===== config.mk =====
export PLATFORM = sky130hd
export DESIGN_NAME = iac_top
export DESIGN_NICKNAME = d
export VERILOG_FILES = /design/src/iac_pkg.sv /design/src/iac_sync.sv /design/src/iac_byte_rx.sv /design/src/iac_top.sv
export SDC_FILE = /design/constraint.sdc
export NUM_CORES = 1
export LEC_CHECK = 0
export BUFFER_PORTS_ARGS = -buffer_cell sky130_fd_sc_hd__buf_2
export CAP_MARGIN = 0
export CORE_MARGIN = 2
export CORE_UTILIZATION = 45
export CTS_CLUSTER_SIZE = 28
export DETAILED_ROUTE_END_ITERATION = 6
export HOLD_SLACK_MARGIN = 0.08
export PLACE_DENSITY = 0.78
export SKIP_LAST_GASP = 1
export SLEW_MARGIN = 20
export SYNTH_ARGS = -nofsm -noshare
export SYNTH_HDL_FRONTEND = slang
export SYNTH_SLANG_ARGS = --single-unit

===== constraint.sdc =====
create_clock -name i_clock -period 5.1 [get_ports i_clock]
set_input_delay 1.02 -clock i_clock [delete_from_list [all_inputs] [get_ports i_clock]]
set_output_delay 1.02 -clock i_clock [all_outputs]
set_load 0.05 [all_outputs]

===== src/iac_pkg.sv =====
// Purpose: shared constants and types of the i2c addressing and data/command block
// Assumes: 32-bit avalon-mm byte addresses, registers one aligned word each
// Notes: register fields sit in the low 16 bits, upper bits read as zero
package iac_pkg;
   // register byte addresses
   localparam logic [31:0] OFS_CONTROL = 32'h5000_1300;
   localparam logic [31:0] OFS_TARGET = 32'h5000_1304;
   localparam logic [31:0] OFS_OWN = 32'h5000_1308;
   localparam logic [31:0] OFS_DATA = 32'h5000_1310;
   localparam logic [31:0] OFS_ENABLE = 32'h5000_1380;
   localparam logic [31:0] OFS_STATUS = 32'h5000_1384;
   // field positions
   localparam int CON_MWIDE_BIT = 4;
   localparam int CON_SWIDE_BIT = 3;
   localparam int TAR_SPECIAL_BIT = 11;
   localparam int TAR_CHOICE_BIT = 10;
   localparam int DATA_CMD_BIT = 8;
   localparam int ENABLE_BIT = 0;
   localparam int STAT_ABORT_BIT = 6;
   localparam int STAT_RDREQ_BIT = 5;
   localparam int STAT_GCMODE_BIT = 4;
   // reset values
   localparam logic [11:0] TAR_RESET = 12'h055;
   localparam logic [9:0] SAR_RESET = 10'h055;
   localparam logic CON_MWIDE_RESET = 1'b1;
   localparam logic CON_SWIDE_RESET = 1'b1;
   // special address bytes on the wire
   localparam logic [7:0] GC_ADDR_BYTE = 8'h00;
   localparam logic [7:0] START_BYTE_VALUE = 8'h01;
   localparam logic [4:0] WIDE_PREFIX = 5'h1E;
   // bit counter limits of the byte receiver
   localparam logic [3:0] BITS_PER_BYTE = 4'h8;
   // slave address matcher states
   typedef enum logic [3:0] {
      slv_idle = 4'h1,
      slv_first = 4'h2,
      slv_second = 4'h4,
      slv_hold = 4'h8
   } iac_slv_state_t;
endpackage


===== src/iac_sync.sv =====
// Purpose: two-flop synchroniser for pins entering the core clock domain
// Assumes: inputs are asynchronous levels
// Notes: the first stage is read only by the second
`timescale 1ns/100ps
module iac_sync #(
   parameter int WIDTH = 2
) (
   input wire logic i_clock,
   input wire logic i_resetn,
   input wire logic [WIDTH-1:0] i_async,
   output logic [WIDTH-1:0] o_sync
);
   typedef struct packed {
      logic [WIDTH-1:0] stage1;
      logic [WIDTH-1:0] stage2;
   } iac_sync_state_t;
   iac_sync_state_t s;
   iac_sync_state_t next_s;

   // reset high: released i2c lines idle high
   always_comb begin
      next_s.stage1 = i_async;
      next_s.stage2 = s.stage1;
   end

   always_ff @(posedge i_clock) begin
      if (!i_resetn) begin
         s <= '1;
      end else begin
         s <= next_s;
      end
   end

   assign o_sync = s.stage2;
endmodule


===== src/iac_byte_rx.sv =====
// Purpose: watches synchronised scl/sda, reports start, stop, scl falls and whole bytes
// Assumes: inputs already synchronised to i_clock
// Notes: the ninth (acknowledge) clock is counted but not shifted
`timescale 1ns/100ps
module iac_byte_rx
   import iac_pkg::*;
(
   input wire logic i_clock,
   input wire logic i_resetn,
   input wire logic i_scl,
   input wire logic i_sda,
   output logic o_start,
   output logic o_stop,
   output logic o_fall,
   output logic o_byte_done,
   output logic [7:0] o_byte
);
   typedef struct packed {
      logic scl_d;
      logic sda_d;
      logic [7:0] bits;
      logic [3:0] count;
      logic start;
      logic stop;
      logic fall;
      logic done;
   } iac_rx_state_t;
   iac_rx_state_t s;
   iac_rx_state_t next_s;

   // edge detection and bit shifting, msb first
   always_comb begin
      next_s = s;
      next_s.scl_d = i_scl;
      next_s.sda_d = i_sda;
      next_s.start = s.scl_d && i_scl && s.sda_d && !i_sda;
      next_s.stop = s.scl_d && i_scl && !s.sda_d && i_sda;
      next_s.fall = s.scl_d && !i_scl;
      next_s.done = 1'b0;
      if (next_s.start || next_s.stop) begin
         next_s.count = 4'h0;
      end else if (!s.scl_d && i_scl) begin
         if (s.count == BITS_PER_BYTE) begin
            next_s.count = 4'h0;
         end else begin
            next_s.bits = {s.bits[6:0], i_sda};
            next_s.count = s.count + 4'h1;
            next_s.done = (s.count == BITS_PER_BYTE - 4'h1);
         end
      end
   end

   always_ff @(posedge i_clock) begin
      if (!i_resetn) begin
         s <= '0;
         s.scl_d <= 1'b1;
         s.sda_d <= 1'b1;
      end else begin
         s <= next_s;
      end
   end

   assign o_start = s.start;
   assign o_stop = s.stop;
   assign o_fall = s.fall;
   assign o_byte_done = s.done;
   assign o_byte = s.bits;
endmodule


===== src/iac_top.sv =====
// Purpose: i2c target/own address registers, data/command port, address matching
// Assumes: avalon-mm slave on i_clock; scl/sda pins are asynchronous
// Notes: transmit fifo and bus engine sit outside; this block feeds and reports
//
// Our own choice: register access over Avalon-MM.
`timescale 1ns/100ps
module iac_top
   import iac_pkg::*;
(
   input wire logic i_clock,
   input wire logic i_resetn,
   input wire logic [31:0] i_avs_address,
   input wire logic i_avs_read,
   input wire logic i_avs_write,
   input wire logic [31:0] i_avs_writedata,
   input wire logic [3:0] i_avs_byteenable,
   output logic [31:0] o_avs_readdata,
   output logic o_avs_waitrequest,
   output logic o_tx_valid,
   output logic [8:0] o_tx_data,
   input wire logic i_tx_ready,
   input wire logic i_rx_valid,
   input wire logic [7:0] i_rx_byte,
   output logic o_rx_pop,
   input wire logic i_scl,
   input wire logic i_sda,
   output logic o_sda,
   output logic o_sda_oe,
   output logic [7:0] o_addr_first,
   output logic [7:0] o_addr_second,
   output logic o_addr_two,
   output logic o_interface_enable,
   output logic o_transmit_abort,
   output logic o_read_request
);
   typedef struct packed {
      logic waitreq;
      logic [31:0] rdata;
      logic mwide;
      logic swide;
      logic [11:0] tar;
      logic [9:0] sar;
      logic enable;
      logic abort;
      logic rd_req;
      logic gc_mode;
      logic tx_valid;
      logic [8:0] tx_data;
      logic rx_pop;
      iac_slv_state_t slv;
      logic wide_hit;
      logic [1:0] ack_phase;
      logic sda_oe;
      logic [7:0] addr_first;
      logic [7:0] addr_second;
      logic addr_two;
   } iac_state_t;
   iac_state_t s;
   iac_state_t next_s;

   logic [1:0] pins_sync;
   logic rx_start;
   logic rx_stop;
   logic rx_fall;
   logic rx_done;
   logic [7:0] rx_byte;
   logic bus_take;
   logic data_take;
   logic tar_wr;
   logic cmd_read;
   logic rd_cmd_take;
   logic self_target;
   logic abort_evt;
   logic rdreq_evt;
   logic rdreq_clr;
   logic match;
   logic [15:0] word16;

   iac_sync #(
      .WIDTH(2)
   ) u_sync (
      .i_clock(i_clock),
      .i_resetn(i_resetn),
      .i_async({i_scl, i_sda}),
      .o_sync(pins_sync)
   );

   iac_byte_rx u_rx (
      .i_clock(i_clock),
      .i_resetn(i_resetn),
      .i_scl(pins_sync[1]),
      .i_sda(pins_sync[0]),
      .o_start(rx_start),
      .o_stop(rx_stop),
      .o_fall(rx_fall),
      .o_byte_done(rx_done),
      .o_byte(rx_byte)
   );

   // merge a 16-bit register with the enabled write lanes
   function automatic logic [15:0] lane_merge(input logic [15:0] old, input logic [31:0] wd,
                                              input logic [3:0] be);
      lane_merge = {be[1] ? wd[15:8] : old[15:8], be[0] ? wd[7:0] : old[7:0]};
   endfunction

   // request qualifiers; a request is answered once, in the cycle waitrequest is low
   assign bus_take = (i_avs_read || i_avs_write) && s.waitreq;
   assign tar_wr = bus_take && i_avs_write && (i_avs_address == OFS_TARGET);
   // a data write stalls while the queued entry has not been taken
   assign data_take = bus_take && i_avs_write && (i_avs_address == OFS_DATA)
                      && (!s.tx_valid || i_tx_ready);
   assign cmd_read = i_avs_writedata[DATA_CMD_BIT];
   assign rd_cmd_take = data_take && cmd_read;
   assign self_target = s.mwide ? (s.tar[9:0] == s.sar) : (s.tar[6:0] == s.sar[6:0]);

   // register file, command queueing and slave address matching
   always_comb begin
      next_s = s;
      abort_evt = 1'b0;
      rdreq_evt = 1'b0;
      rdreq_clr = 1'b0;
      match = 1'b0;
      word16 = 16'h0000;
      next_s.waitreq = 1'b1;
      next_s.rx_pop = 1'b0;
      if (s.tx_valid && i_tx_ready) begin
         next_s.tx_valid = 1'b0;
      end
      // unmapped addresses answer at once: reads give zero, writes do nothing
      if (bus_take && i_avs_write) begin
         next_s.waitreq = 1'b0;
         case (i_avs_address)
            OFS_CONTROL: begin
               word16 = lane_merge({11'h000, s.mwide, s.swide, 3'h0}, i_avs_writedata,
                                   i_avs_byteenable);
               next_s.mwide = word16[CON_MWIDE_BIT];
               next_s.swide = word16[CON_SWIDE_BIT];
            end
            OFS_TARGET: begin
               word16 = lane_merge({4'h0, s.tar}, i_avs_writedata, i_avs_byteenable);
               next_s.tar = word16[11:0];
            end
            OFS_OWN: begin
               word16 = lane_merge({6'h00, s.sar}, i_avs_writedata, i_avs_byteenable);
               if (!s.enable) begin
                  next_s.sar = word16[9:0];
               end
            end
            OFS_DATA: begin
               // the port stalls until the previous entry is gone
               next_s.waitreq = !data_take;
               if (data_take) begin
                  // write commands here, read commands after the matcher
                  if (!cmd_read) begin
                     // one entry per write, slave transmit byte
                     next_s.tx_valid = 1'b1;
                     next_s.tx_data = {1'b0, i_avs_writedata[7:0]};
                     rdreq_clr = s.rd_req;
                  end
               end
            end
            OFS_ENABLE: begin
               if (i_avs_byteenable[0]) begin
                  next_s.enable = i_avs_writedata[ENABLE_BIT];
               end
            end
            OFS_STATUS: begin
               // write one to clear the sticky abort
               if (i_avs_byteenable[0] && i_avs_writedata[STAT_ABORT_BIT]) begin
                  next_s.abort = 1'b0;
               end
            end
            default: begin
               next_s.waitreq = 1'b0;
            end
         endcase
      end else if (bus_take && i_avs_read) begin
         next_s.waitreq = 1'b0;
         case (i_avs_address)
            OFS_CONTROL: next_s.rdata = {27'h000_0000, s.mwide, s.swide, 3'h0};
            OFS_TARGET: next_s.rdata = {20'h0_0000, s.tar};
            OFS_OWN: next_s.rdata = {22'h00_0000, s.sar};
            OFS_DATA: begin
               // received byte, consumed by the read
               next_s.rdata = {24'h00_0000, i_rx_byte};
               next_s.rx_pop = i_rx_valid;
            end
            OFS_ENABLE: next_s.rdata = {31'h0000_0000, s.enable};
            OFS_STATUS: next_s.rdata = {25'h000_0000, s.abort, s.rd_req, s.gc_mode, 4'h0};
            default: next_s.rdata = 32'h0000_0000;
         endcase
      end

      // general call mode follows the special bit while the choice bit is clear
      next_s.gc_mode = next_s.tar[TAR_SPECIAL_BIT] && !next_s.tar[TAR_CHOICE_BIT];

      // slave address matcher; acknowledge drives sda low for the ninth clock
      if (rx_fall && s.ack_phase == 2'h1) begin
         next_s.sda_oe = 1'b1;
         next_s.ack_phase = 2'h2;
      end else if (rx_fall && s.ack_phase == 2'h2) begin
         next_s.sda_oe = 1'b0;
         next_s.ack_phase = 2'h0;
      end
      if (!s.enable) begin
         next_s.slv = slv_idle;
         next_s.wide_hit = 1'b0;
         next_s.sda_oe = 1'b0;
         next_s.ack_phase = 2'h0;
      end else if (rx_stop) begin
         next_s.slv = slv_idle;
         next_s.wide_hit = 1'b0;
      end else if (rx_start) begin
         next_s.slv = slv_first;
      end else if (rx_done) begin
         case (s.slv)
            slv_first: begin
               // matching width chosen by control bit
               if (s.swide) begin
                  // ten-bit header carries the two top bits
                  if (rx_byte[7:3] == WIDE_PREFIX && rx_byte[2:1] == s.sar[9:8]) begin
                     if (!rx_byte[0]) begin
                        match = 1'b1;
                        next_s.slv = slv_second;
                     end else if (s.wide_hit) begin
                        match = 1'b1;
                        rdreq_evt = 1'b1;
                        next_s.slv = slv_hold;
                     end else begin
                        next_s.slv = slv_hold;
                     end
                  end else begin
                     next_s.slv = slv_hold;
                  end
               end else begin
                  // seven-bit matching uses the low bits only
                  match = (rx_byte[7:1] == s.sar[6:0]);
                  rdreq_evt = match && rx_byte[0];
                  next_s.slv = slv_hold;
               end
            end
            slv_second: begin
               match = (rx_byte == s.sar[7:0]);
               next_s.wide_hit = match;
               next_s.slv = slv_hold;
            end
            default: next_s.slv = s.slv;
         endcase
         if (match) begin
            next_s.ack_phase = 2'h1;
         end
      end

      // a same-cycle read request also refuses
      if (rd_cmd_take) begin
         if (s.gc_mode || s.rd_req || rdreq_evt || self_target) begin
            abort_evt = 1'b1;
         end else begin
            // byte of a read command is ignored
            next_s.tx_valid = 1'b1;
            next_s.tx_data = {1'b1, 8'h00};
         end
      end

      // sticky flags: a new event wins over a clear in the same cycle
      next_s.abort = next_s.abort || abort_evt;
      next_s.rd_req = (s.rd_req && !rdreq_clr) || rdreq_evt;

      // master address bytes for the head entry
      if (s.tar[TAR_SPECIAL_BIT]) begin
         next_s.addr_first = s.tar[TAR_CHOICE_BIT] ? START_BYTE_VALUE : GC_ADDR_BYTE;
         next_s.addr_second = 8'h00;
         next_s.addr_two = 1'b0;
      end else if (s.mwide) begin
         next_s.addr_first = {WIDE_PREFIX, s.tar[9:8], s.tx_data[DATA_CMD_BIT]};
         next_s.addr_second = s.tar[7:0];
         next_s.addr_two = 1'b1;
      end else begin
         next_s.addr_first = {s.tar[6:0], s.tx_data[DATA_CMD_BIT]};
         next_s.addr_second = 8'h00;
         next_s.addr_two = 1'b0;
      end
   end

   always_ff @(posedge i_clock) begin
      if (!i_resetn) begin
         s <= '0;
         s.waitreq <= 1'b1;
         s.mwide <= CON_MWIDE_RESET;
         s.swide <= CON_SWIDE_RESET;
         s.tar <= TAR_RESET;
         s.sar <= SAR_RESET;
         s.slv <= slv_idle;
      end else begin
         s <= next_s;
      end
   end

   // every output except the constant o_sda comes from the state register
   assign o_avs_readdata = s.rdata;
   assign o_avs_waitrequest = s.waitreq;
   assign o_tx_valid = s.tx_valid;
   assign o_tx_data = s.tx_data;
   assign o_rx_pop = s.rx_pop;
   assign o_sda = 1'b0; // open drain: only the enable ever changes
   assign o_sda_oe = s.sda_oe;
   assign o_addr_first = s.addr_first;
   assign o_addr_second = s.addr_second;
   assign o_addr_two = s.addr_two;
   assign o_interface_enable = s.enable;
   assign o_transmit_abort = s.abort;
   assign o_read_request = s.rd_req;
endmodule


==> summary.txt <==
Run status
  – Status: finished clean

Global route
  – Total GRT Usage: 19.8%
  – Overflow after GRT: 0
  – Wire length of the first global-routing pass: 19700 um
  – Vias in the first global route: 4007
  – Initial antenna violation count: 0
  – Pin count of the biggest net entering global routing: 54

STA
  – Endpoints failing hold: 0
  – Worst slew pin tran: 0.981 ns
  – Final period util: 57.2%
  – Finish-stage setup viols: 0
  – TNS Setup: 0 ns
  – Fmax: 343 MHz
  – Final worst path period need: 2.92 ns
  – Layout Skew: 0.00598 ns
  – Slew headroom: 34.3%
  – Final Max Slew Viols: 0
  – RSZ-0062 raised after global routing: no

Placed design
  – Placed Instance Area: 5380 sq um
  – Final GP Congestion: 0.902
  – Input/output buffers: 106
  – Dpl cells: 747
  – Post-DP HPWL: 9130 um

Clocking
  – Hold_buf cts: 0
  – CTS Sinks: 99
  – CTS tree: yes
  – Clock root buffer: clkbuf_16
  – Setup bufs post-CTS: 0
  – Clk_lat worst skew: 0.35 ns
  – Post-CTS Resized: 0
  – Clock-pin slew on the worst setup and hold paths: 0.07 ns
  – Worst-case clock buffer depth: 2
  – TritonCTS Buffers: 9
  – Htree depth: 3

Critical path
  – Slowest cell on crit path: nand4_1
  – Crit end category: register
  – WP data required: 5.29 ns
  – Reg2reg setup slack: 2.68 ns
  – Crit-path cells: buf_2, nor4_4, and3_1, nand4_1, a32oi_1, o21ai_0
  – Slowest stage delay, CP: 0.52 ns
  – Setup CP Type: primary input to register
  – Arrival @ worst endpoint: 3.11 ns
  – Critical path fanouts, max: 11
  – CP startpoint kind: primary input

Finish
  – Ant. Diodes: 0
  – Share of layout cells above drive strength 1: 23.4%
  – Register area: 1980 sq um
  – Filler cells: 1016
  – Non-filler cells, final: 763
  – Area grow syn2layout: 11.6%
  – Layout Nets: 701
  – Cell area after layout: 5740 sq um
  – Footprint of the multi-input gates: 2650 sq um
  – Final core occ: 50.9%

Floorplanning
  – IO Count: 150
  – Die H: 111 um
  – Core Region: 11300 sq um
  – Initial core utilization: 45.6%
  – Die Area: 12300 sq um
  – Die Wd: 111 um
  – Site Rows: 39

Yosys
  – Sequential share of the synthesized area: 38.5%
  – Post-synthesis mux area share: 6.83%
  – Synth area leaders: dfxtp_1 39%, buf_4 8.5%, mux2i_1 6.6%, nor2b_1 3.0%, nand2_1 3.0%
  – Syn. warnings: 0
  – Synth Register Bits: 99
  – Ys flop type: dfxtp_1
  – Area leader, netlist: dfxtp_1
  – Cell variety after synth: 63
  – Largest family of logic cells by synthesized area: simple AND/OR/NAND/NOR gates
  – Count leader, synth: dfxtp_1
  – Synth top cells by count: 99 x dfxtp_1, 58 x buf_4, 41 x nand2_1
  – Post-synth top area share: 38.5%
  – Mean area per synthesized cell: 9.09 sq um
  – Simple-Gate Fraction of Synth Area: 26.0%
  – Mapped Cells: 566
  – Post-Synthesis Cell Area: 5140 sq um
  – Area fraction in compound gates after synthesis: 11.7%
  – Adder-Cell Fraction of Synth Area: 0.486%
  – FFs w/ async S/R, synth: 0%
  – Post-synth EDFFs: 0
  – Post-Synth XOR/XNOR Area: 4.94%

Run
  – Max Cap Viol: 0

Detailed routing
  – Pre-Repair DR Iteration Count: 7
  – DRT Wirelength: 12100 um
  – Post-route ant nets: 0
  – DR iter-0 viols: 260
  – Vias: 4156
  – Vias per Instance: 5.45
  – Average wire per standard cell: 15.8 um
  – Post-route DRC: 0

Power and ir drop
  – Power Total: 1.72 mW
  – Peak supply drop: 0.194 mV
  – Pleak: 2.34 nW
  – PwrDens: 300 nW/um^2

Hold path
  – Hold crit path type: register to register
layout by cell type, fill, tap and decap left out, types with 3 or more instances in the layout:
cell       Yosys  layout
a21oi_1        8       8
dfxtp_1       99      99
a22o_1        12      12
nand3_1       27      27
nor3b_1        5       5
nor4_4         7       7
a22oi_1        7       7
o21ai_0       20      20
nor4_1         6       6
inv_1          9       9
a21boi_0      11      11
and3_1        11      11
nor2b_1       25      25
nor3_1         9       9
nand2b_1      10      10
nor2_1        30      30
xor2_1        13      13
bufinv_16      0       3
nand2_1       41      41
xnor2_1       16      16
conb_1         1      21
mux2i_1       34      34
nand3b_1       4       4
a32oi_1        8       8
nand4_1        6       6
and2_1        12      12
or2_2          4       4
clkbuf_16      0       9
buf_2          3     106
flip-flops by register name, indices dropped and copies added (netlist names):
register	cells
u_sync.next_s	2
u_rx.o_byte_done	1
o_read_request	1
o_addr_second	8
u_rx.o_fall	1
o_transmit_abort	1
o_avs_waitrequest	1
s	32
u_rx.o_byte	8
u_sync.o_sync	2
u_rx.s	6
o_interface_enable	1
u_rx.o_stop	1
o_tx_valid	1
u_rx.o_start	1
o_sda_oe	1
o_rx_pop	1
o_avs_readdata	12
o_addr_two	1
o_tx_data	9
o_addr_first	8
worst paths after layout:
check | end | depth (start not counted) | startpoint
worst min-delay path | u_sync.o_sync[1] | 1 | u_sync.next_s[1]
worst max-delay path | o_tx_data[3] | 6 | i_avs_address[1]
worst min register to register | u_sync.o_sync[1] | 1 | u_sync.next_s[1]
worst max register to register | o_tx_data[5] | 4 | s[63]
cell type report:
class                      instances  area share [%]
inverter                           9           0.588
sequential                        99            34.5
clock inverter                     5            1.85
timing repair buffer             107            9.37
multi-input combinational        389            46.1
clock buffer                      11            4.40
tap                              143            3.12
report_power, final:
group	leakage, nW	switching [mW]	internal, mW	total [mW]
Sequential	0.803	0.00403	0.780	0.784
Combinational	1.37	0.0999	0.0381	0.138
Clock	0.172	0.290	0.508	0.798
per-layer routing:
layer	global-route usage, %	vias up	share of wire (%)
met1	26.0	1956	43
met4	5.42	0	1.5
met3	6.12	18	8.1
met2	31.5	170	47
li1	-	2012	-
met5	0	-	0
worst max-delay path: cells and delay by family:
family | cells | cell delay (ns)
and+or+nand+nor | 3 | 1.52
AOI/OAI and AO/OA | 2 | 0.45
buffers and inverters | 1 | 0.12
cell families (layout without fill, tap and decap cells):
logic type      count (synthesis)  after routing
xor+xnor                       29             29
buf+inv                        98            132
fa+ha+maj                       2              2
mux                            35             35
compound gates                 84             84
other cells                     1             21
flops                          99             99
simple gates                  218            218
through the flow:
step | hold WS [ns] | worst slack (ns)
5_1_grt | 0.425 | 2.05
3_3_place_gp | 0.390 | 1.99
2_1_floorplan | 0.386 | 2.41
3_5_place_dp | 0.394 | 1.88
6_report | 0.407 | 2.18
4_1_cts | 0.410 | 2.23
Note: power is estimated with default switching activity, not from simulation.
